**config.mk**
```make
export PLATFORM = sky130hd
export DESIGN_NAME = pic_ctrl
export DESIGN_NICKNAME = d
export VERILOG_FILES = /design/src/inc/pic_pkg.sv /design/src/hdl/pic_pinsync.sv /design/src/hdl/pic_mcycle.sv /design/src/hdl/pic_ctrl.sv
export SDC_FILE = /design/constraint.sdc
export NUM_CORES = 1
export LEC_CHECK = 0
export BUFFER_PORTS_ARGS = -buffer_cell sky130_fd_sc_hd__buf_4
export CAP_MARGIN = 20
export CORE_UTILIZATION = 42
export CTS_BUF_LIST = sky130_fd_sc_hd__clkbuf_2
export DETAILED_ROUTE_END_ITERATION = 8
export PLACE_DENSITY = 0.73
export RECOVER_POWER = 50
export SLEW_MARGIN = 20
export SYNTH_ARGS = -nofsm -noshare
export SYNTH_HDL_FRONTEND = slang
export SYNTH_SLANG_ARGS = --single-unit
```
**constraint.sdc**
```tcl
create_clock -name CLOCK -period 14.23 [get_ports CLOCK]
set_input_delay 2.1345 -clock CLOCK [delete_from_list [all_inputs] [get_ports CLOCK]]
set_output_delay 2.1345 -clock CLOCK [all_outputs]
set_load 0.02 [all_outputs]
```
**src/inc/pic_pkg.sv**
```systemverilog
// Constants shared by the priority interrupt controller files.
// Operation
// - Each two-source group gets its own level from two priority bits.
// - A running routine is preempted only by a strictly higher level; the wake-up call here preempts at any level.
// - Among pending levels the highest one is chosen.
// - Equal levels: groups 1 to 6 in order, first member first.
// - Flags captured at state5_phase2 and polled in the next machine cycle; here at mc_end of the same machine cycle.
// - An unblocked captured request makes the core do a hardware long call.
// - No call while equal/higher level runs, mid-instruction, or on return; the wake-up call here skips the level check.
// - After return or enable/priority write, one more instruction runs first.
// - Blocked requests are not remembered; each poll sees current flags.
// - Higher request before C3 sample point is vectored in C5 and C6.
// - Call pushes program counter only, then loads the vector address.
// - Each source has its fixed vector address, wake-up at 007B.
// - Return from interrupt clears the current in-service level.
// - Plain subroutine return leaves in-service status untouched.
// - External 0 and 1 flags cleared on vectoring only in edge mode.
// - Trigger type 0 requests on low level, 1 on high-then-low samples.
// - External 4, 5, 6 flags set only on rising pin transitions.
// - Timer 2 reload flag set on falling trigger edge when enabled.
// - Edge external flags cleared by hardware on routine entry.
// - Level code is high bit then low bit, 00 lowest, 11 highest.
// - Serial and timer 2 flags are never cleared on vectoring.
// - Software flag writes act like hardware, except level-mode ext 0/1.
package pic_pkg;

  // ----------------------------------------------------------------
  // Register byte offsets
  // ----------------------------------------------------------------
  localparam logic [7:0] OFS_EN_A    = 8'h00;
  localparam logic [7:0] OFS_EN_B    = 8'h04;
  localparam logic [7:0] OFS_PRIO_LO = 8'h08;
  localparam logic [7:0] OFS_PRIO_HI = 8'h0C;
  localparam logic [7:0] OFS_FLAG_A  = 8'h10;
  localparam logic [7:0] OFS_FLAG_B  = 8'h14;
  localparam logic [7:0] OFS_CTRL    = 8'h18;
  localparam logic [7:0] OFS_STATUS  = 8'h1C;

  localparam logic [7:0] EN_RST   = 8'h00;
  localparam logic [5:0] PRIO_RST = 6'h00;
  localparam logic [2:0] CTRL_RST = 3'h0;
  localparam int         EN_GLOBAL = 7;

  // ----------------------------------------------------------------
  // Control bits and request flag positions
  // ----------------------------------------------------------------
  localparam int CTL_IT0   = 0;
  localparam int CTL_IT1   = 1;
  localparam int CTL_TIMER2_EXT_RELOAD_ENABLE = 2;

  localparam int FLG_E0   = 0;
  localparam int FLG_E1   = 1;
  localparam int FLG_T0   = 2;
  localparam int FLG_T1   = 3;
  localparam int FLG_RI   = 4;
  localparam int FLG_TI   = 5;
  localparam int FLG_TF2  = 6;
  localparam int FLG_TIMER2_EXT_RELOAD_FLAG = 7;
  localparam int FLG_ADC  = 8;
  localparam int FLG_SWI  = 9;
  localparam int FLG_E3   = 10;
  localparam int FLG_E4   = 11;
  localparam int FLG_E5   = 12;
  localparam int FLG_E6   = 13;
  localparam int FLG_WK   = 14;

  // ----------------------------------------------------------------
  // Polling order, vectors and clearing
  // ----------------------------------------------------------------
  localparam logic [15:0] VEC_TABLE [0:11] = '{
    16'h0003, 16'h0043, 16'h000B, 16'h004B, 16'h0013, 16'h0053,
    16'h001B, 16'h005B, 16'h0023, 16'h0063, 16'h002B, 16'h006B};
  localparam logic [15:0] VEC_WAKE = 16'h007B;
  localparam logic [3:0] POLL_FLAG [0:11] = '{
    4'h0, 4'h8, 4'h2, 4'h9, 4'h1, 4'hA, 4'h3, 4'hB, 4'h4, 4'hC, 4'h6, 4'hD};
  localparam logic [11:0] POLL_HWCLR = 12'hAFD;

  // ----------------------------------------------------------------
  // Machine cycle timing in oscillator periods
  // ----------------------------------------------------------------
  localparam logic [3:0] MCYC_LEN = 4'hC;
  localparam logic [3:0] STATE5_PHASE2_SAMPLE_POINT_AT  = 4'h9;
  localparam logic [3:0] MCEND_AT = 4'hB;

endpackage : pic_pkg

```
**src/hdl/pic_pinsync.sv**
```systemverilog
// Three-stage pin synchroniser with agreement filter.
`timescale 1ns/1ns
`default_nettype none
module pic_pinsync #(
  parameter int W = 6
) (
  input  wire logic         CLOCK,
  input  wire logic         RST_N,
  input  wire logic [W-1:0] pin_i,
  output var  logic [W-1:0] lvl_o
);

  logic [W-1:0] s1_ff;
  logic [W-1:0] s2_ff;
  logic [W-1:0] s3_ff;
  wire  [W-1:0] agree = ~(s2_ff ^ s3_ff);
  wire  [W-1:0] nxt_lvl = (agree & s3_ff) | (~agree & lvl_o);

  // Pins idle high, so reset to ones to avoid a false falling edge
  always_ff @(posedge CLOCK or negedge RST_N) begin
    if (!RST_N) begin
      s1_ff <= '1;
      s2_ff <= '1;
      s3_ff <= '1;
      lvl_o <= '1;
    end else begin
      s1_ff <= pin_i;
      s2_ff <= s1_ff;
      s3_ff <= s2_ff;
      lvl_o <= nxt_lvl;
    end
  end

endmodule : pic_pinsync
`default_nettype wire

```
**src/hdl/pic_mcycle.sv**
```systemverilog
// Machine cycle divider: sample point and cycle end strobes.
`timescale 1ns/1ns
`default_nettype none
module pic_mcycle #(
  parameter logic [3:0] LEN   = pic_pkg::MCYC_LEN,
  parameter logic [3:0] S5_AT = pic_pkg::STATE5_PHASE2_SAMPLE_POINT_AT,
  parameter logic [3:0] END_AT = pic_pkg::MCEND_AT
) (
  input  wire logic CLOCK,
  input  wire logic RST_N,
  output var  logic state5_phase2_sample_point_o,
  output var  logic mc_end_o
);

  logic [3:0] phase_ff;
  wire  [3:0] nxt_phase = (phase_ff == LEN - 4'h1) ? 4'h0
                                                   : phase_ff + 4'h1;

  always_ff @(posedge CLOCK or negedge RST_N) begin
    if (!RST_N) begin
      phase_ff <= 4'h0;
      state5_phase2_sample_point_o   <= 1'b0;
      mc_end_o <= 1'b0;
    end else begin
      phase_ff <= nxt_phase;
      state5_phase2_sample_point_o   <= (nxt_phase == S5_AT);
      mc_end_o <= (nxt_phase == END_AT);
    end
  end

endmodule : pic_mcycle
`default_nettype wire

```
**src/hdl/pic_ctrl.sv**
```systemverilog
// Priority interrupt controller with classic Wishbone register slave.
`timescale 1ns/1ns
`default_nettype none
module pic_ctrl #(
  parameter int NSRC = 12
) (
  input  wire logic        CLOCK,
  input  wire logic        RST_N,
  input  wire logic        WB_CYC_I,
  input  wire logic        WB_STB_I,
  input  wire logic        WB_WE_I,
  input  wire logic [7:0]  WB_ADR_I,
  input  wire logic [3:0]  WB_SEL_I,
  input  wire logic [31:0] WB_DAT_I,
  output var  logic [31:0] WB_DAT_O,
  output var  logic        WB_ACK_O,
  input  wire logic        LAST_CYCLE,
  input  wire logic        RETURN_FROM_INTERRUPT_EXEC,
  input  wire logic        EXT0_PIN,
  input  wire logic        EXT1_PIN,
  input  wire logic        EXT4_PIN,
  input  wire logic        EXT5_PIN,
  input  wire logic        EXT6_PIN,
  input  wire logic        TIMER2_RELOAD_TRIGGER_PIN_PIN,
  input  wire logic        TMR0_OVF,
  input  wire logic        TMR1_OVF,
  input  wire logic        TMR2_OVF,
  input  wire logic        SER_RX_DONE,
  input  wire logic        SER_TX_DONE,
  input  wire logic        ADC_DONE,
  input  wire logic        EXT3_EVT,
  input  wire logic        WAKE_EVT,
  output var  logic        HARDWARE_LONG_CALL_REQ,
  output var  logic [15:0] HARDWARE_LONG_CALL_VEC,
  output var  logic        MC_END
);

  // ----------------------------------------------------------------
  // Timing and pins
  // ----------------------------------------------------------------
  logic       state5_phase2_sample_point_w;
  logic       mc_end_w;
  logic [5:0] pin_s;
  logic [5:0] smp_ff;

  pic_mcycle u_mcycle (
    .CLOCK    (CLOCK),
    .RST_N    (RST_N),
    .state5_phase2_sample_point_o   (state5_phase2_sample_point_w),
    .mc_end_o (mc_end_w)
  );

  pic_pinsync #(.W(6)) u_pinsync (
    .CLOCK (CLOCK),
    .RST_N (RST_N),
    .pin_i ({TIMER2_RELOAD_TRIGGER_PIN_PIN, EXT6_PIN, EXT5_PIN, EXT4_PIN, EXT1_PIN, EXT0_PIN}),
    .lvl_o (pin_s)
  );

  // Edges compare two successive per-machine-cycle samples
  wire [5:0] fall = smp_ff & ~pin_s;
  wire [5:0] rise = ~smp_ff & pin_s;

  // ----------------------------------------------------------------
  // Register state
  // ----------------------------------------------------------------
  logic [7:0]      en_a_ff;
  logic [5:0]      en_b_ff;
  logic [5:0]      prio_lo_ff;
  logic [5:0]      prio_hi_ff;
  logic [2:0]      ctl_ff;
  logic [14:0]     flg_ff;
  logic [NSRC:0]   cap_ff;
  logic [3:0]      insvc_ff;
  logic            blk_ff;
  logic            ack_ff;
  logic [31:0]     rd_ff;
  logic            hardware_long_call_ff;
  logic [15:0]     vec_ff;

  // ----------------------------------------------------------------
  // Wishbone decode
  // ----------------------------------------------------------------
  wire req_on = WB_CYC_I & WB_STB_I;
  wire wr_go  = req_on & WB_WE_I & ack_ff & WB_SEL_I[0];
  wire [7:0] adr = {WB_ADR_I[7:2], 2'b00};
  wire wr_ea  = wr_go & (adr == pic_pkg::OFS_EN_A);
  wire wr_eb  = wr_go & (adr == pic_pkg::OFS_EN_B);
  wire wr_pl  = wr_go & (adr == pic_pkg::OFS_PRIO_LO);
  wire wr_ph  = wr_go & (adr == pic_pkg::OFS_PRIO_HI);
  wire wr_fa  = wr_go & (adr == pic_pkg::OFS_FLAG_A);
  wire wr_fb  = wr_go & (adr == pic_pkg::OFS_FLAG_B);
  wire wr_ct  = wr_go & (adr == pic_pkg::OFS_CTRL);
  wire wr_ctl = wr_ea | wr_eb | wr_pl | wr_ph;

  // Unmapped offsets read as zero and ignore writes
  wire [7:0] rd_val =
    (adr == pic_pkg::OFS_EN_A)    ? en_a_ff :
    (adr == pic_pkg::OFS_EN_B)    ? {2'b00, en_b_ff} :
    (adr == pic_pkg::OFS_PRIO_LO) ? {2'b00, prio_lo_ff} :
    (adr == pic_pkg::OFS_PRIO_HI) ? {2'b00, prio_hi_ff} :
    (adr == pic_pkg::OFS_FLAG_A)  ? flg_ff[7:0] :
    (adr == pic_pkg::OFS_FLAG_B)  ? {1'b0, flg_ff[14:8]} :
    (adr == pic_pkg::OFS_CTRL)    ? {5'h00, ctl_ff} :
    (adr == pic_pkg::OFS_STATUS)  ? {4'h0, insvc_ff} : 8'h00;

  // ----------------------------------------------------------------
  // Request flags
  // ----------------------------------------------------------------
  wire it0 = ctl_ff[pic_pkg::CTL_IT0];
  wire it1 = ctl_ff[pic_pkg::CTL_IT1];
  logic [14:0] hs;
  logic [14:0] hc;
  logic        grant;
  logic        wk_go;
  logic [3:0]  win_idx;

  assign hs[pic_pkg::FLG_E0]   = state5_phase2_sample_point_w & it0 & fall[0];
  assign hs[pic_pkg::FLG_E1]   = state5_phase2_sample_point_w & it1 & fall[1];
  assign hs[pic_pkg::FLG_T0]   = TMR0_OVF;
  assign hs[pic_pkg::FLG_T1]   = TMR1_OVF;
  assign hs[pic_pkg::FLG_RI]   = SER_RX_DONE;
  assign hs[pic_pkg::FLG_TI]   = SER_TX_DONE;
  assign hs[pic_pkg::FLG_TF2]  = TMR2_OVF;
  assign hs[pic_pkg::FLG_TIMER2_EXT_RELOAD_FLAG] = state5_phase2_sample_point_w & fall[5] &
                                 ctl_ff[pic_pkg::CTL_TIMER2_EXT_RELOAD_ENABLE];
  assign hs[pic_pkg::FLG_ADC]  = ADC_DONE;
  assign hs[pic_pkg::FLG_SWI]  = 1'b0;
  assign hs[pic_pkg::FLG_E3]   = EXT3_EVT;
  assign hs[pic_pkg::FLG_E4]   = state5_phase2_sample_point_w & rise[2];
  assign hs[pic_pkg::FLG_E5]   = state5_phase2_sample_point_w & rise[3];
  assign hs[pic_pkg::FLG_E6]   = state5_phase2_sample_point_w & rise[4];
  assign hs[pic_pkg::FLG_WK]   = WAKE_EVT;

  // Serial, timer 2 and converter carry no clear in the table
  wire clr_hit = grant & pic_pkg::POLL_HWCLR[win_idx];
  wire [14:0] clr_one = 15'h0001 << pic_pkg::POLL_FLAG[win_idx];
  assign hc = (clr_hit ? clr_one : 15'h0000) |
              {wk_go, 14'h0000};

  // Software writes act as hardware would; a set still wins
  wire [14:0] sw_msk = {{7{wr_fb}}, {8{wr_fa}}};
  wire [14:0] sw_val = {WB_DAT_I[6:0], WB_DAT_I[7:0]};
  wire [14:0] base_flg = hs | (sw_msk & sw_val) |
                         (~sw_msk & flg_ff & ~hc);

  // Level mode follows the pin only; writes and clears have no effect
  wire lvl0 = state5_phase2_sample_point_w ? ~pin_s[0] : flg_ff[pic_pkg::FLG_E0];
  wire lvl1 = state5_phase2_sample_point_w ? ~pin_s[1] : flg_ff[pic_pkg::FLG_E1];
  wire [14:0] nxt_flg = {base_flg[14:2],
                         it1 ? base_flg[1] : lvl1,
                         it0 ? base_flg[0] : lvl0};

  // ----------------------------------------------------------------
  // Capture in polling order, grouped in pairs
  // ----------------------------------------------------------------
  wire [NSRC:0] nxt_cap = {
    nxt_flg[pic_pkg::FLG_WK],  nxt_flg[pic_pkg::FLG_E6],
    nxt_flg[pic_pkg::FLG_TF2] | nxt_flg[pic_pkg::FLG_TIMER2_EXT_RELOAD_FLAG],
    nxt_flg[pic_pkg::FLG_E5],
    nxt_flg[pic_pkg::FLG_RI] | nxt_flg[pic_pkg::FLG_TI],
    nxt_flg[pic_pkg::FLG_E4],  nxt_flg[pic_pkg::FLG_T1],
    nxt_flg[pic_pkg::FLG_E3],  nxt_flg[pic_pkg::FLG_E1],
    nxt_flg[pic_pkg::FLG_SWI], nxt_flg[pic_pkg::FLG_T0],
    nxt_flg[pic_pkg::FLG_ADC], nxt_flg[pic_pkg::FLG_E0]};

  wire gen_en = en_a_ff[pic_pkg::EN_GLOBAL];
  logic [NSRC-1:0] req;

  for (genvar i = 0; i < NSRC; i++) begin : g_req
    if (i % 2 == 0) begin : g_first
      assign req[i] = cap_ff[i] & en_a_ff[i/2] & gen_en;
    end else begin : g_second
      assign req[i] = cap_ff[i] & en_b_ff[i/2] & gen_en;
    end
  end

  // ----------------------------------------------------------------
  // Priority resolution
  // ----------------------------------------------------------------
  logic       win_ok;
  logic [1:0] win_lvl;
  logic [2:0] cur_lvl;

  // Downward scan with >= leaves the lowest index of the top level
  always_comb begin
    win_ok  = 1'b0;
    win_idx = 4'h0;
    win_lvl = 2'h0;
    for (int i = NSRC - 1; i >= 0; i--) begin
      if (req[i] && (!win_ok ||
          {prio_hi_ff[i/2], prio_lo_ff[i/2]} >= win_lvl)) begin
        win_ok  = 1'b1;
        win_idx = 4'(i);
        win_lvl = {prio_hi_ff[i/2], prio_lo_ff[i/2]};
      end
    end
  end

  // Zero means idle, otherwise level plus one
  always_comb begin
    cur_lvl = 3'h0;
    for (int k = 0; k < 4; k++) begin
      if (insvc_ff[k]) begin
        cur_lvl = 3'(k + 1);
      end
    end
  end

  wire higher = ({1'b0, win_lvl} + 3'h1) > cur_lvl;
  wire [3:0] top_bit = (cur_lvl == 3'h0) ? 4'h0 :
                       4'h1 << (cur_lvl - 3'h1);

  // Poll only at the end of an instruction's last machine cycle;
  // a control write in that very cycle blocks as well
  wire poll_ok = mc_end_w & LAST_CYCLE & ~RETURN_FROM_INTERRUPT_EXEC &
                 ~blk_ff & ~wr_ctl;
  assign grant = poll_ok & win_ok & higher;
  assign wk_go = poll_ok & ~grant & cap_ff[NSRC] & gen_en;
  wire return_from_interrupt_go = mc_end_w & LAST_CYCLE & RETURN_FROM_INTERRUPT_EXEC;
  wire [3:0] nxt_insvc = grant ? (insvc_ff | (4'h1 << win_lvl)) :
                         return_from_interrupt_go ? (insvc_ff & ~top_bit) : insvc_ff;
  wire nxt_blk = wr_ctl | (blk_ff & ~(mc_end_w & LAST_CYCLE));

  // ----------------------------------------------------------------
  // Registers
  // ----------------------------------------------------------------
  always_ff @(posedge CLOCK or negedge RST_N) begin
    if (!RST_N) begin
      en_a_ff    <= pic_pkg::EN_RST;
      en_b_ff    <= pic_pkg::EN_RST[5:0];
      prio_lo_ff <= pic_pkg::PRIO_RST;
      prio_hi_ff <= pic_pkg::PRIO_RST;
      ctl_ff     <= pic_pkg::CTRL_RST;
    end else begin
      if (wr_ea) en_a_ff    <= WB_DAT_I[7:0];
      if (wr_eb) en_b_ff    <= WB_DAT_I[5:0];
      if (wr_pl) prio_lo_ff <= WB_DAT_I[5:0];
      if (wr_ph) prio_hi_ff <= WB_DAT_I[5:0];
      if (wr_ct) ctl_ff     <= WB_DAT_I[2:0];
    end
  end

  always_ff @(posedge CLOCK or negedge RST_N) begin
    if (!RST_N) begin
      flg_ff   <= '0;
      cap_ff   <= '0;
      smp_ff   <= '1;
      insvc_ff <= 4'h0;
      blk_ff   <= 1'b0;
    end else begin
      flg_ff   <= nxt_flg;
      insvc_ff <= nxt_insvc;
      blk_ff   <= nxt_blk;
      if (state5_phase2_sample_point_w) begin
        cap_ff <= nxt_cap;
        smp_ff <= pin_s;
      end
    end
  end

  // Call request: core pushes the counter only, then jumps
  always_ff @(posedge CLOCK or negedge RST_N) begin
    if (!RST_N) begin
      hardware_long_call_ff <= 1'b0;
      vec_ff   <= 16'h0000;
    end else begin
      hardware_long_call_ff <= grant | wk_go;
      if (grant) vec_ff <= pic_pkg::VEC_TABLE[win_idx];
      else if (wk_go) vec_ff <= pic_pkg::VEC_WAKE;
    end
  end

  always_ff @(posedge CLOCK or negedge RST_N) begin
    if (!RST_N) begin
      ack_ff <= 1'b0;
      rd_ff  <= 32'h0000_0000;
    end else begin
      ack_ff <= req_on & ~ack_ff;
      if (req_on & ~ack_ff) rd_ff <= {24'h00_0000, rd_val};
    end
  end

  assign WB_ACK_O  = ack_ff;
  assign WB_DAT_O  = rd_ff;
  assign HARDWARE_LONG_CALL_REQ = hardware_long_call_ff;
  assign HARDWARE_LONG_CALL_VEC = vec_ff;
  assign MC_END    = mc_end_w;
endmodule : pic_ctrl
`default_nettype wire

```
Yosys cells after proc, flatten, opt, wreduce, memory -nomap -nowiden
Memory sizes are Yosys's and may differ from the RTL's.
Cells that the tools add are included.
- register bits: 124
- memory bits (read-only): 336
- output and inout port bits: 51
- logic and storage cells: 249
- memories: 3
- memory list (name ; words ; width ; read ports ; clocked after Yosys merged registers in ; write ports ; RTL line ; source):
    (no name shown) ; 16 ; 16 ; 1 ; 0 ; 0 ; pic_ctrl.sv:269 ; if (grant) vec_ff <= pic_pkg::VEC_TABLE[win_idx];
    (no name shown) ; 16 ; 4 ; 1 ; 0 ; 0 ; pic_ctrl.sv:137 ; wire [14:0] clr_one = 15'h0001 << pic_pkg::POLL_FLAG[win_idx];
    (no name shown) ; 16 ; 1 ; 1 ; 0 ; 0 ; pic_ctrl.sv:136 ; wire clr_hit = grant & pic_pkg::POLL_HWCLR[win_idx];
- $add $sub $neg: 3
- magnitude comparators: 14
- eq/ne operators: 10
- shift operators: 3
- mux-type cells: 64
- bitwise operators: 94
- reduce and logical (&&, ||, !) cells: 37
- operators with widths (cell ; count):
    4-bit 2-to-1 mux ; 20
    16-bit 2-to-1 mux ; 4
    1-bit AND ; 57
    15-bit AND ; 3
    15-bit OR ; 3
    8-bit 2-to-1 mux ; 5
    15-bit NOT ; 2
    6-bit by 3-bit equality test with 1-bit output, second input constant ; 4
    2-bit 2-to-1 mux ; 12
    2-bit >= comparator ; 11
    6-bit AND ; 3
    1-bit 2-to-1 mux ; 18
    6-bit NOT ; 3
    15-bit 2-to-1 mux ; 1
    1-bit by 4-bit left shift with 15-bit output, first input constant ; 1
    4-bit equality test, second input constant ; 3
    6-bit by 2-bit equality test with 1-bit output, second input constant ; 2
    1-bit logical AND ; 11
    1-bit zero test ; 11
    1-bit logical OR ; 11
    3-bit 2-to-1 mux ; 3
    8-bit zero test ; 1
    1-bit NOT ; 8
    7-bit 2-to-1 mux ; 1
    20 further kinds ; 27

Longest topological paths before layout
Gate-level depths: netlist of the first run.
- depth after elaboration: 59
- depth in mapped cells: 78
- mapped depth without buffers: 75

Cells and area by module
A second synthesis of the first run with hierarchy kept.
- cells, all modules: 627
- area, all modules: 6453.7 sq um
- by module, submodules not included (module ; times used ; cells each ; area each (sq um) ; seq. area each (sq um)):
    pic_ctrl ; 1 ; 570 ; 5469.0 ; 2084.5
    pic_pinsync ; 1 ; 30 ; 698.2 ; 630.6
    pic_mcycle ; 1 ; 27 ; 286.5 ; 150.1

Worst setup path after synthesis of the first run
Ideal clock, no wire load.
- path kind: reg-to-reg
- from: register en_a_ff[7]
- to: register cap_ff[2]
- setup time: 141 ps
- data arrival time: 14364 ps
- data required time: 14089 ps
- setup slack: -275 ps
- stages on the path, launching flop included: 74
- path buffers: 3
- clock period less this slack: 14505 ps
- cells stage by stage: dfrtp_1 buf_2 clkbuf_1 and3_1 ha_1 nand2b_1 o21ai_0 a211oi_1 o21a_1 ha_1 nor2b_1 a31oi_1 o211ai_1 o21ai_0 ha_1 nand2b_1 o311ai_4 a21oi_2 [... 38 more ...] a221oi_1 nor2_1 mux2_2 ha_1 nand2b_1 a21oi_1 a21oi_1 nor2_1 mux2_2 ha_1 ha_1 a21oi_1 nor2_1 o221ai_1 a21oi_1 o21ai_0 o311ai_1 a31oi_1
- word-level cells in the longest chain between the ends: 56
- elaborated cells on any way between the ends: 109
- ends and longest elaborated chain (element ; RTL line ; source):
    start, declared ; pic_ctrl.sv:67 ; logic [7:0] en_a_ff;
    start signal, assigned ; pic_ctrl.sv:230 ; en_a_ff <= pic_pkg::EN_RST;
    start signal, assigned ; pic_ctrl.sv:236 ; if (wr_ea) en_a_ff <= WB_DAT_I[7:0];
    1-bit AND ; pic_ctrl.sv:174 ; assign req[i] = cap_ff[i] & en_b_ff[i/2] & gen_en;
    2-bit 2-to-1 mux / 1-bit 2-to-1 mux (equally long branches) ; pic_ctrl.sv:191 ; if (req[i] && (!win_ok ||
    2-bit >= comparator / 1-bit zero test (equally long branches) ; pic_ctrl.sv:192, pic_ctrl.sv:191 ;
    1-bit logical OR ; pic_ctrl.sv:191 ;
    1-bit logical AND ; pic_ctrl.sv:191 ;
    2-bit 2-to-1 mux / 1-bit 2-to-1 mux (equally long branches) ; pic_ctrl.sv:191 ;
    2-bit >= comparator / 1-bit zero test (equally long branches) ; pic_ctrl.sv:192, pic_ctrl.sv:191 ;
    1-bit logical OR ; pic_ctrl.sv:191 ;
    [... 39 more ...] ; n/a ;
    memory 16 x 4 bit ; n/a ;
    4-bit 2-to-1 mux (implied by the code) (2 in a row) ; pic_ctrl.sv:137 ;
    1-bit by 4-bit left shift with 15-bit output ; pic_ctrl.sv:137 ;
    15-bit 2-to-1 mux * ; pic_ctrl.sv:138 ; assign hc = (clr_hit ? clr_one : 15'h0000) |
    15-bit OR * ; pic_ctrl.sv:138 ;
    15-bit NOT * ; pic_ctrl.sv:145 ; (~sw_msk & flg_ff & ~hc);
    15-bit AND * ; pic_ctrl.sv:145 ;
    15-bit OR * ; pic_ctrl.sv:144 ; wire [14:0] base_flg = hs | (sw_msk & sw_val) |
    end signal, assigned ; pic_ctrl.sv:256 ; cap_ff <= nxt_cap;
    end, declared ; pic_ctrl.sv:73 ; logic [NSRC:0] cap_ff;
Mark *: on every way between the ends. The rest lies on a longest branch, timed or not. The select of a mux whose other input is x is not followed.
A chain may end at the register's enable or synchronous reset.

Worst setup path after layout of the first run
- from: register cap_ff[11]
- to: register cap_ff[11]
- word-level cells in the longest chain between the ends: 57
- elaborated cells on any way between the ends: 99
- ends and longest elaborated chain (element ; RTL line):
    1-bit AND * (2 in a row) ; pic_ctrl.sv:174
    2-bit 2-to-1 mux / 1-bit 2-to-1 mux (equally long branches) ; pic_ctrl.sv:191
    2-bit >= comparator / 1-bit zero test (equally long branches) ; pic_ctrl.sv:192, pic_ctrl.sv:191
    1-bit logical OR ; pic_ctrl.sv:191
    1-bit logical AND ; pic_ctrl.sv:191
    2-bit 2-to-1 mux / 1-bit 2-to-1 mux (equally long branches) ; pic_ctrl.sv:191
    2-bit >= comparator / 1-bit zero test (equally long branches) ; pic_ctrl.sv:192, pic_ctrl.sv:191
    1-bit logical OR ; pic_ctrl.sv:191
    [... 39 more ...] ; n/a
    memory 16 x 4 bit ; n/a
    4-bit 2-to-1 mux (implied by the code) (2 in a row) ; pic_ctrl.sv:137
    1-bit by 4-bit left shift with 15-bit output ; pic_ctrl.sv:137
    15-bit 2-to-1 mux * ; pic_ctrl.sv:138
    15-bit OR * ; pic_ctrl.sv:138
    15-bit NOT * ; pic_ctrl.sv:145
    15-bit AND * ; pic_ctrl.sv:145
    15-bit OR * ; pic_ctrl.sv:144
Marked as above.

==> results of run 1 <==
==> metal layers <==
layer	wire, um	track usage [%]
met4	431	8.93
met5	0	0
met2	8500	36.8
met1	7210	28.0
met3	861	3.61
==> cell usage after synthesis (all sizes together) (3+ instances only) <==
master / instances
o21ai: 33
o21a: 3
nor3: 10
a2111oi: 3
clkbuf: 11
o31ai: 9
and2: 8
a21oi: 26
dfrtp: 83
a211oi: 8
a41oi: 3
buf: 41
inv: 26
or3: 5
a22oi: 11
a21o: 6
nand4: 3
ha: 23
nor4: 4
nor2: 42
nor2b: 6
nand3b: 5
dfstp: 30
o211ai: 6
nand3: 18
nand2b: 15
a31oi: 16
and3: 6
mux2i: 5
maj3: 6
mux4: 6
or2: 10
mux2: 42
nand2: 69
o311ai: 5
==> worst max path at each step <==
stage,slack [ns],endpoint,from,cells after the start
after floorplan,0.07,cap_ff[12],en_a_ff[7],75
after global placement,0.21,cap_ff[0],en_b_ff[5],73
after detailed placement,-0.38,cap_ff[0],en_b_ff[5],73
after CTS,0.00002,cap_ff[11],en_b_ff[5],71
after global routing,-0.19,cap_ff[11],cap_ff[11],73
final,0.31,cap_ff[11],cap_ff[11],73
==> cell families after synthesis <==
family,Yosys count,synth area share [%]
AO/OA/AOI/OAI,154,17.5
XOR/XNOR,1,0.136
adder cells (fa/ha/maj),29,5.40
buffers and inverters,78,6.74
flip-flops,113,44.5
multiplexers,53,10.4
other,1,0.0582
AND/OR/NAND/NOR,203,15.3
==> layout make-up <==
type,instances,area (sq um),area share (%)
clock buffer,17,85.1,1.06
inverter,26,97.6,1.22
multi-input combinational,474,3670,45.7
clock inverter,15,235,2.93
timing repair buffer,114,845,10.5
sequential,113,2870,35.7
tap,184,230,2.87
==> registers in the layout, indices dropped and copies added (netlist names), 5 cells and up, named ones only <==
| signal | cells |
|---|---|
| flg_ff | 15 |
| cap_ff | 13 |
| WB_DAT_O | 8 |
| en_a_ff | 8 |
| en_b_ff | 6 |
| prio_hi_ff | 6 |
| prio_lo_ff | 6 |
| smp_ff | 6 |
| u_pinsync.s1_ff | 6 |
| u_pinsync.s2_ff | 6 |
| u_pinsync.s3_ff | 6 |
| HARDWARE_LONG_CALL_VEC | 5 |
==> report_power, final <==
group	internal (mW)	leakage (nW)	total, mW	switching (mW)
logic	0.0181	2.00	0.0496	0.0316
registers	0.335	1.34	0.343	0.00713
clock network	0.150	0.189	0.277	0.127
total	0.504	3.53	0.670	0.166
==> what timing repair did <==
action / CTS / global route
hold buffers: 0 / 0
setup buffers: 5 / 12
pin swaps: 14 / 42
gates resized for setup: 18 / 52
setup endpoints to repair: 25 / 30
==> worst max-delay path, delay by kind of cell, from the launching register on <==
kind,cells,cell delay [ns]
adders and majority gates,12,3.15
DFF,1,0.42
AOI/OAI and AO/OA,31,5.28
muxes,5,1.42
and+or+nand+nor,21,3.08
buffers and inverters,4,0.44
==> out/qor.tcl, run 1 <==
set qor(worstMarginPinSlew_ns) 4.02
set qor(fraction_of_layout_instances_using_a_drive_strength_above_1_pct) 37.5
set qor(clk_path_buf_depth) 2
set qor(start_kind) {flop}
set qor(synthCells) 632
set qor(critical_path.reg2reg.endpoint) {cap_ff[11]}
set qor(antenna_diodes) 0
set qor(grt_start_max_net_pins) 80
set qor(maximum_capacitance_violations) 2
set qor(detailedPlacementHpwl_mm) 12.1
set qor(r2r_cells) 73
set qor(fin_util_pct) 54.4
set qor(holdCritStartpoint) {u_pinsync.s1_ff[1]}
set qor(layout.cells.non_filler) 943
set qor(pwr_density_cell_mw_per_mm2) 83.4
set qor(placement.io_buffers) 52
set qor(finalWeightedCongestion) 0.881
set qor(total_standard_cell_area_after_synthesis_sq_mm) 0.00644
set qor(finish.instance_area_sq_mm) 0.00803
set qor(postSynthAreaPerCell_sq_um) 10.2
set qor(final-max-slew-violation-count) 116
set qor(violations) {max-capacitance violations, max-slew violations}
set qor(slew_headroom_pct) -168
set qor(irDropWorstVdd_uv) 85.6
set qor(fill_cell_count) 1263
set qor(min_path_type) {reg2reg}
set qor(hold-path-endpoint) {u_pinsync.s2_ff[1]}
set qor(crit_path_max_incr_delay_ns) 0.42
set qor(leakage_power_nw) 3.53
set qor(drt_pass1_iterations) 5
set qor(synth.top_cell.area_share_pct) 32.2
set qor(area_delta_synth_final_pct) 24.6
set qor(mostFrequentLayoutCell) {buf_4}
set qor(placedInstanceArea_sq_mm) 0.00721
set qor(synth_warnings) 0
set qor(number_of_global_route_vias_before_repair) 5413
set qor(routed_wire_length_per_instance_um) 18.0
set qor(ctsHtreeMaxLevel) 4
set qor(io-pin-count) 116
set qor(first_iter_violations) 387
set qor(post-synth-top-area-cell) {dfrtp_1}
set qor(synth_enable_flop_cells) 0
set qor(tritoncts.num_buffers) 17
set qor(ys_seq_area_share_pct) 44.5
set qor(crit_path_max_fanout) 5
set qor(dr_total_vias) 5316
set qor(postRouteAntennaNets) 0
set qor(synth_seq_cells) 113
set qor(skew_ns) 0.0254
set qor(hold_violations) 0
set qor(setup_tns_ns) 0
set qor(cp_data_arrival_time_ns) 14.44
set qor(clock-sinks) 113
set qor(dpl_worst_slack_ns) -0.385
set qor(die_ht_um) 126
set qor(synth_cell_types) 76
set qor(status) {finished with violations}
set qor(finalWorstPathRequiredPeriod_ns) 13.92
set qor(antenna_found_initial) 0
set qor(dpl.cell_count) 894
set qor(fp.dieW_um) 126
set qor(die-area_sq_mm) 0.0158
set qor(fp.coreArea_sq_mm) 0.0148
set qor(worstPathRequired_ns) 14.76
set qor(final_critical_path_setup_slack_ns) 0.312
set qor(synth_ff_type) {dfrtp_1}
set qor(ctsRootBufferMaster) {clkbuf_2}
set qor(crit_top_cell) {ha_1}
set qor(grt_usage_pct) 21.8
set qor(grt_pass1_wl_mm) 27.3
set qor(final_cell_mix) {buf_4 (102), dfrtp_1 (83), nand2_1 (67)}
set qor(fraction_of_registers_with_async_set_or_reset_after_synthesis_pct) 100
set qor(insertion_delay_ns) 0.67
set qor(vias_per_std_cell) 5.64
set qor(critical_path_class) {reg2reg}
set qor(timing.reg2reg.setup_slack_ns) 0.31
set qor(total_power_uw) 670
set qor(worst_path_max_delay_cell) {dfrtp_1}
set qor(clk_transition_reported_paths_ns) 0.19
set qor(f_max_mhz) 71.9
set qor(min_period_over_period_pct) 97.8
set qor(finalNetCount) 834
set qor(finalWirelength_mm) 17.0
set qor(worst_r2r_startpoint) {cap_ff[11]}
set qor(row_count) 44
set qor(setup.worst_path.end_class) {flop}
set qor(globalRouteOverflowTotal) 0
set qor(hold_slack_ns) 0.345
set qor(synth.top_cells.by_area) {dfrtp_1 (32%), dfstp_2 (12%), mux2_2 (6.8%)}
set qor(setup_viol_count_final) 0
set qor(worst_hold_path.num_cells) 0
set qor(post-route-drc-count) 0
set qor(initial_utilization_pct) 43.7
set qor(cts_tree) {built}
Power figures use the tool's default switching activity.
==> run 2: changes to the inputs <==
--- a/config.mk
+++ b/config.mk
@@ -7,10 +7,10 @@
 export LEC_CHECK = 0
 export BUFFER_PORTS_ARGS = -buffer_cell sky130_fd_sc_hd__buf_4
 export CAP_MARGIN = 20
-export CORE_UTILIZATION = 42
+export CORE_UTILIZATION = 50
 export CTS_BUF_LIST = sky130_fd_sc_hd__clkbuf_2
 export DETAILED_ROUTE_END_ITERATION = 8
-export PLACE_DENSITY = 0.73
+export PLACE_DENSITY = 0.84
 export RECOVER_POWER = 50
 export SLEW_MARGIN = 20
 export SYNTH_ARGS = -nofsm -noshare
==> run 2 against run 1 <==
  * The run still ends with max-capacitance violations, max-slew violations left
  * Largest cell class unchanged
  * Register-to-register slack better by 0.11 ns
  * Cell area decreased by 3.4%
  * Clock skew up 0.0037 ns
  * Power down 16%
  * Global-route usage is 3.1 points higher
  * Critical path depth unchanged
  * Critical endpoint is now flg_ff[13]
==> out/qor.tcl, run 2 (synthesized netlist as in run 1, its figures left out) <==
set qor(antenna_found_initial) 0 ;# unchanged
set qor(status) {finished with violations}
set qor(setup.worst_path.end_class) {flop}
set qor(cp_data_arrival_time_ns) 14.35 ;# -0.09 ns
set qor(fp.coreArea_sq_mm) 0.0126 ;# -15%
set qor(vias_per_std_cell) 5.93 ;# +5.2%
set qor(leakage_power_nw) 3.39 ;# -3.9%
set qor(final-max-slew-violation-count) 92 ;# -21%
set qor(row_count) 41 ;# -6.8%
set qor(swShare_pct) 26.4 ;# +1.7 points
set qor(biggestRegsByFlops) {flg_ff x15, cap_ff x13}
set qor(violations) {max-capacitance violations, max-slew violations}
set qor(crit_path_max_fanout) 5 ;# unchanged
set qor(finalWeightedCongestion) 0.927 ;# +5.3%
set qor(finalWorstPathRequiredPeriod_ns) 13.81 ;# -0.111 ns
set qor(clock-sinks) 113 ;# unchanged
set qor(initial_utilization_pct) 51.3 ;# +7.6 points
set qor(start_kind) {flop}
set qor(comb_power_share_pct) 8.8 ;# +1.4 points
set qor(worst_path_max_delay_cell) {dfrtp_1}
set qor(post-route-drc-count) 0 ;# unchanged
set qor(crit_path_max_incr_delay_ns) 0.41 ;# about the same
set qor(f_max_mhz) 72.4 ;# +0.80%
set qor(postRouteAntennaNets) 0 ;# unchanged
set qor(ctsRootBufferMaster) {clkbuf_2}
set qor(share_clk_of_total_power_pct) 30.7 ;# -11 points
set qor(mostFrequentLayoutCell) {buf_4}
set qor(insertion_delay_ns) 0.67 ;# about the same
set qor(antenna_diodes) 0 ;# unchanged
set qor(routed_wire_length_per_instance_um) 18.0 ;# about the same
set qor(clk_transition_reported_paths_ns) 0.16 ;# -0.03 ns
set qor(maximum_capacitance_violations) 1 ;# -1
set qor(final_cell_mix) {buf_4 (102), dfrtp_1 (83), nand2_1 (67)}
set qor(ctsHtreeMaxLevel) 4 ;# unchanged
set qor(area_delta_synth_final_pct) 20.3
set qor(slew_headroom_pct) -210 ;# -43 points
set qor(finalWirelength_mm) 16.7 ;# -1.6%
set qor(cts_tree) {built}
set qor(detailedPlacementHpwl_mm) 11.6 ;# -4.0%
set qor(irDropWorstVdd_uv) 72.9 ;# -15%
set qor(hold_slack_ns) 0.361 ;# +0.0167 ns
set qor(min_path_type) {reg2reg}
set qor(drt_pass1_iterations) 7 ;# +2
set qor(part_of_the_total_power_dissipated_in_sequential_elements_pct) 60.5 ;# +9.3 points
set qor(first_iter_violations) 533 ;# +38%
set qor(total_buffers_and_inverters_traversed_by_the_critical_path) 3 ;# -1
set qor(hold_violations) 0 ;# unchanged
set qor(die_ht_um) 116 ;# -8.2%
set qor(min_period_over_period_pct) 97.0 ;# -0.78 points
set qor(power_switching_uw) 149 ;# -9.8%
set qor(die-area_sq_mm) 0.0133 ;# -16%
set qor(regMostFlops) {flg_ff}
set qor(grt_usage_pct) 24.9 ;# +3.1 points
set qor(worstMarginPinSlew_ns) 4.65 ;# +0.639 ns
set qor(dpl.cell_count) 872 ;# -2.5%
set qor(fp.dieW_um) 116 ;# -8.2%
set qor(tritoncts.num_buffers) 17 ;# unchanged
set qor(finalNetCount) 830 ;# -0.48%
set qor(setup_viol_count_final) 0 ;# unchanged
set qor(layout.cells.non_filler) 927 ;# -1.7%
set qor(number_of_global_route_vias_before_repair) 5348 ;# -1.2%
set qor(fraction_of_layout_instances_using_a_drive_strength_above_1_pct) 36.4 ;# -1.1 points
set qor(flip_flop_count_of_the_largest_register_after_layout) 15 ;# unchanged
set qor(dr_total_vias) 5496 ;# +3.4%
set qor(total_power_uw) 565 ;# -16%
set qor(power.internal_uw) 416 ;# -17%
set qor(fill_cell_count) 992 ;# -21%
set qor(path_delay_family) {compound AO/OA/AOI/OAI gates}
set qor(globalRouteOverflowTotal) 0 ;# unchanged
set qor(io-pin-count) 116 ;# unchanged
set qor(pwr_density_cell_mw_per_mm2) 72.9 ;# -13%
set qor(clk_path_buf_depth) 2 ;# unchanged
set qor(skew_ns) 0.0290 ;# +0.00369 ns
set qor(grt_start_max_net_pins) 92 ;# +15%
set qor(worstPathRequired_ns) 14.77 ;# about the same
set qor(critical_path_class) {reg2reg}
set qor(placement.io_buffers) 52 ;# unchanged
set qor(fin_util_pct) 61.7 ;# +7.3 points
set qor(grt_pass1_wl_mm) 25.5 ;# -6.7%
==> run 2: cell types whose count changed in the layout (fill, tap and decap cells not counted), moves of 2 or more <==
cell       delta
a21oi_2       +4
o311ai_2      -2
inv_4         -4
o311ai_1      +2
bufinv_16     -5
clkbuf_2      +5
clkbuf_1      -2
clkinv_4      -2
clkinv_1      +2
clkinv_2      +4
a21oi_4       -3
==> run 2: final timing paths <==
path,endpoint,cells after the start,slack (ns),from
setup / recovery,flg_ff[13],73,0.42,en_b_ff[5]
hold / removal,u_pinsync.s2_ff[3],0,0.36,u_pinsync.s1_ff[3]
setup reg to reg,flg_ff[13],73,0.42,en_b_ff[5]
hold reg to reg,u_pinsync.s2_ff[3],0,0.36,u_pinsync.s1_ff[3]
max in group asynchronous,en_a_ff[1],2,7.56,RST_N
min in group asynchronous,WB_DAT_O[2],1,1.66,RST_N
==> run 2: per-stage QoR <==
stage / cell area, sq um / setup slack [ns] / TNS (ns)
after global placement: 7120 / 0.189 / 0
after floorplan: 6590 / 0.0680 / 0
final: 7750 / 0.423 / 0
after detailed placement: 7120 / -0.243 / -2.55
after global routing: 7750 / -0.268 / -3.79
after CTS: 7320 / 0.0212 / 0
==> run 2: timing repair <==
| item | in CTS | in global routing |
|---|---|---|
| hold buffers | 0 | 0 |
| setup endpoints to repair | 23 | 30 |
| gates resized for setup | 5 | 48 |
| buffers inserted | 1 | 22 |
| pin swaps | 1 | 41 |
==> run 2: layout make-up <==
class / count / area, sq um / area share (%)
Timing Repair Buffer: 110 / 818 / 10.6
Tap cell: 172 / 215 / 2.78
Inverter: 26 / 97.6 / 1.26
Clock inverter: 10 / 70.1 / 0.904
Multi-Input combinational cell: 474 / 3580 / 46.1
Clock buffer: 22 / 110 / 1.42
Sequential cell: 113 / 2870 / 36.9
==> run 2: power groups by stage <==
stage	clock [mW]	combinational, mW	sequential (mW)
after floorplan	0	0.0327	0.348
after global placement	0	0.0475	0.348
after detailed placement	0	0.0493	0.348
after CTS	0.176	0.0494	0.343
after global routing	0.193	0.0546	0.344
final	0.173	0.0497	0.342
==> run 2: routing by layer <==
metal	track usage [%]	up-vias	share of wire (%)
met4	12.6	0	3.8
met5	0	-	0
met3	6.17	58	7.7
met1	30.7	2684	39
li1	-	2464	-
met2	40.7	290	49
==> run 2: worst register-to-register path, delay by kind of cell, from the launching register on <==
family,cells,cell delay (ns)
AO/OA/AOI/OAI,31,5.22
adder cells (fa/ha/maj),12,3.05
buffers and inverters,3,0.30
flip-flops,1,0.41
multiplexers,5,1.56
AND/OR/NAND/NOR,22,3.14
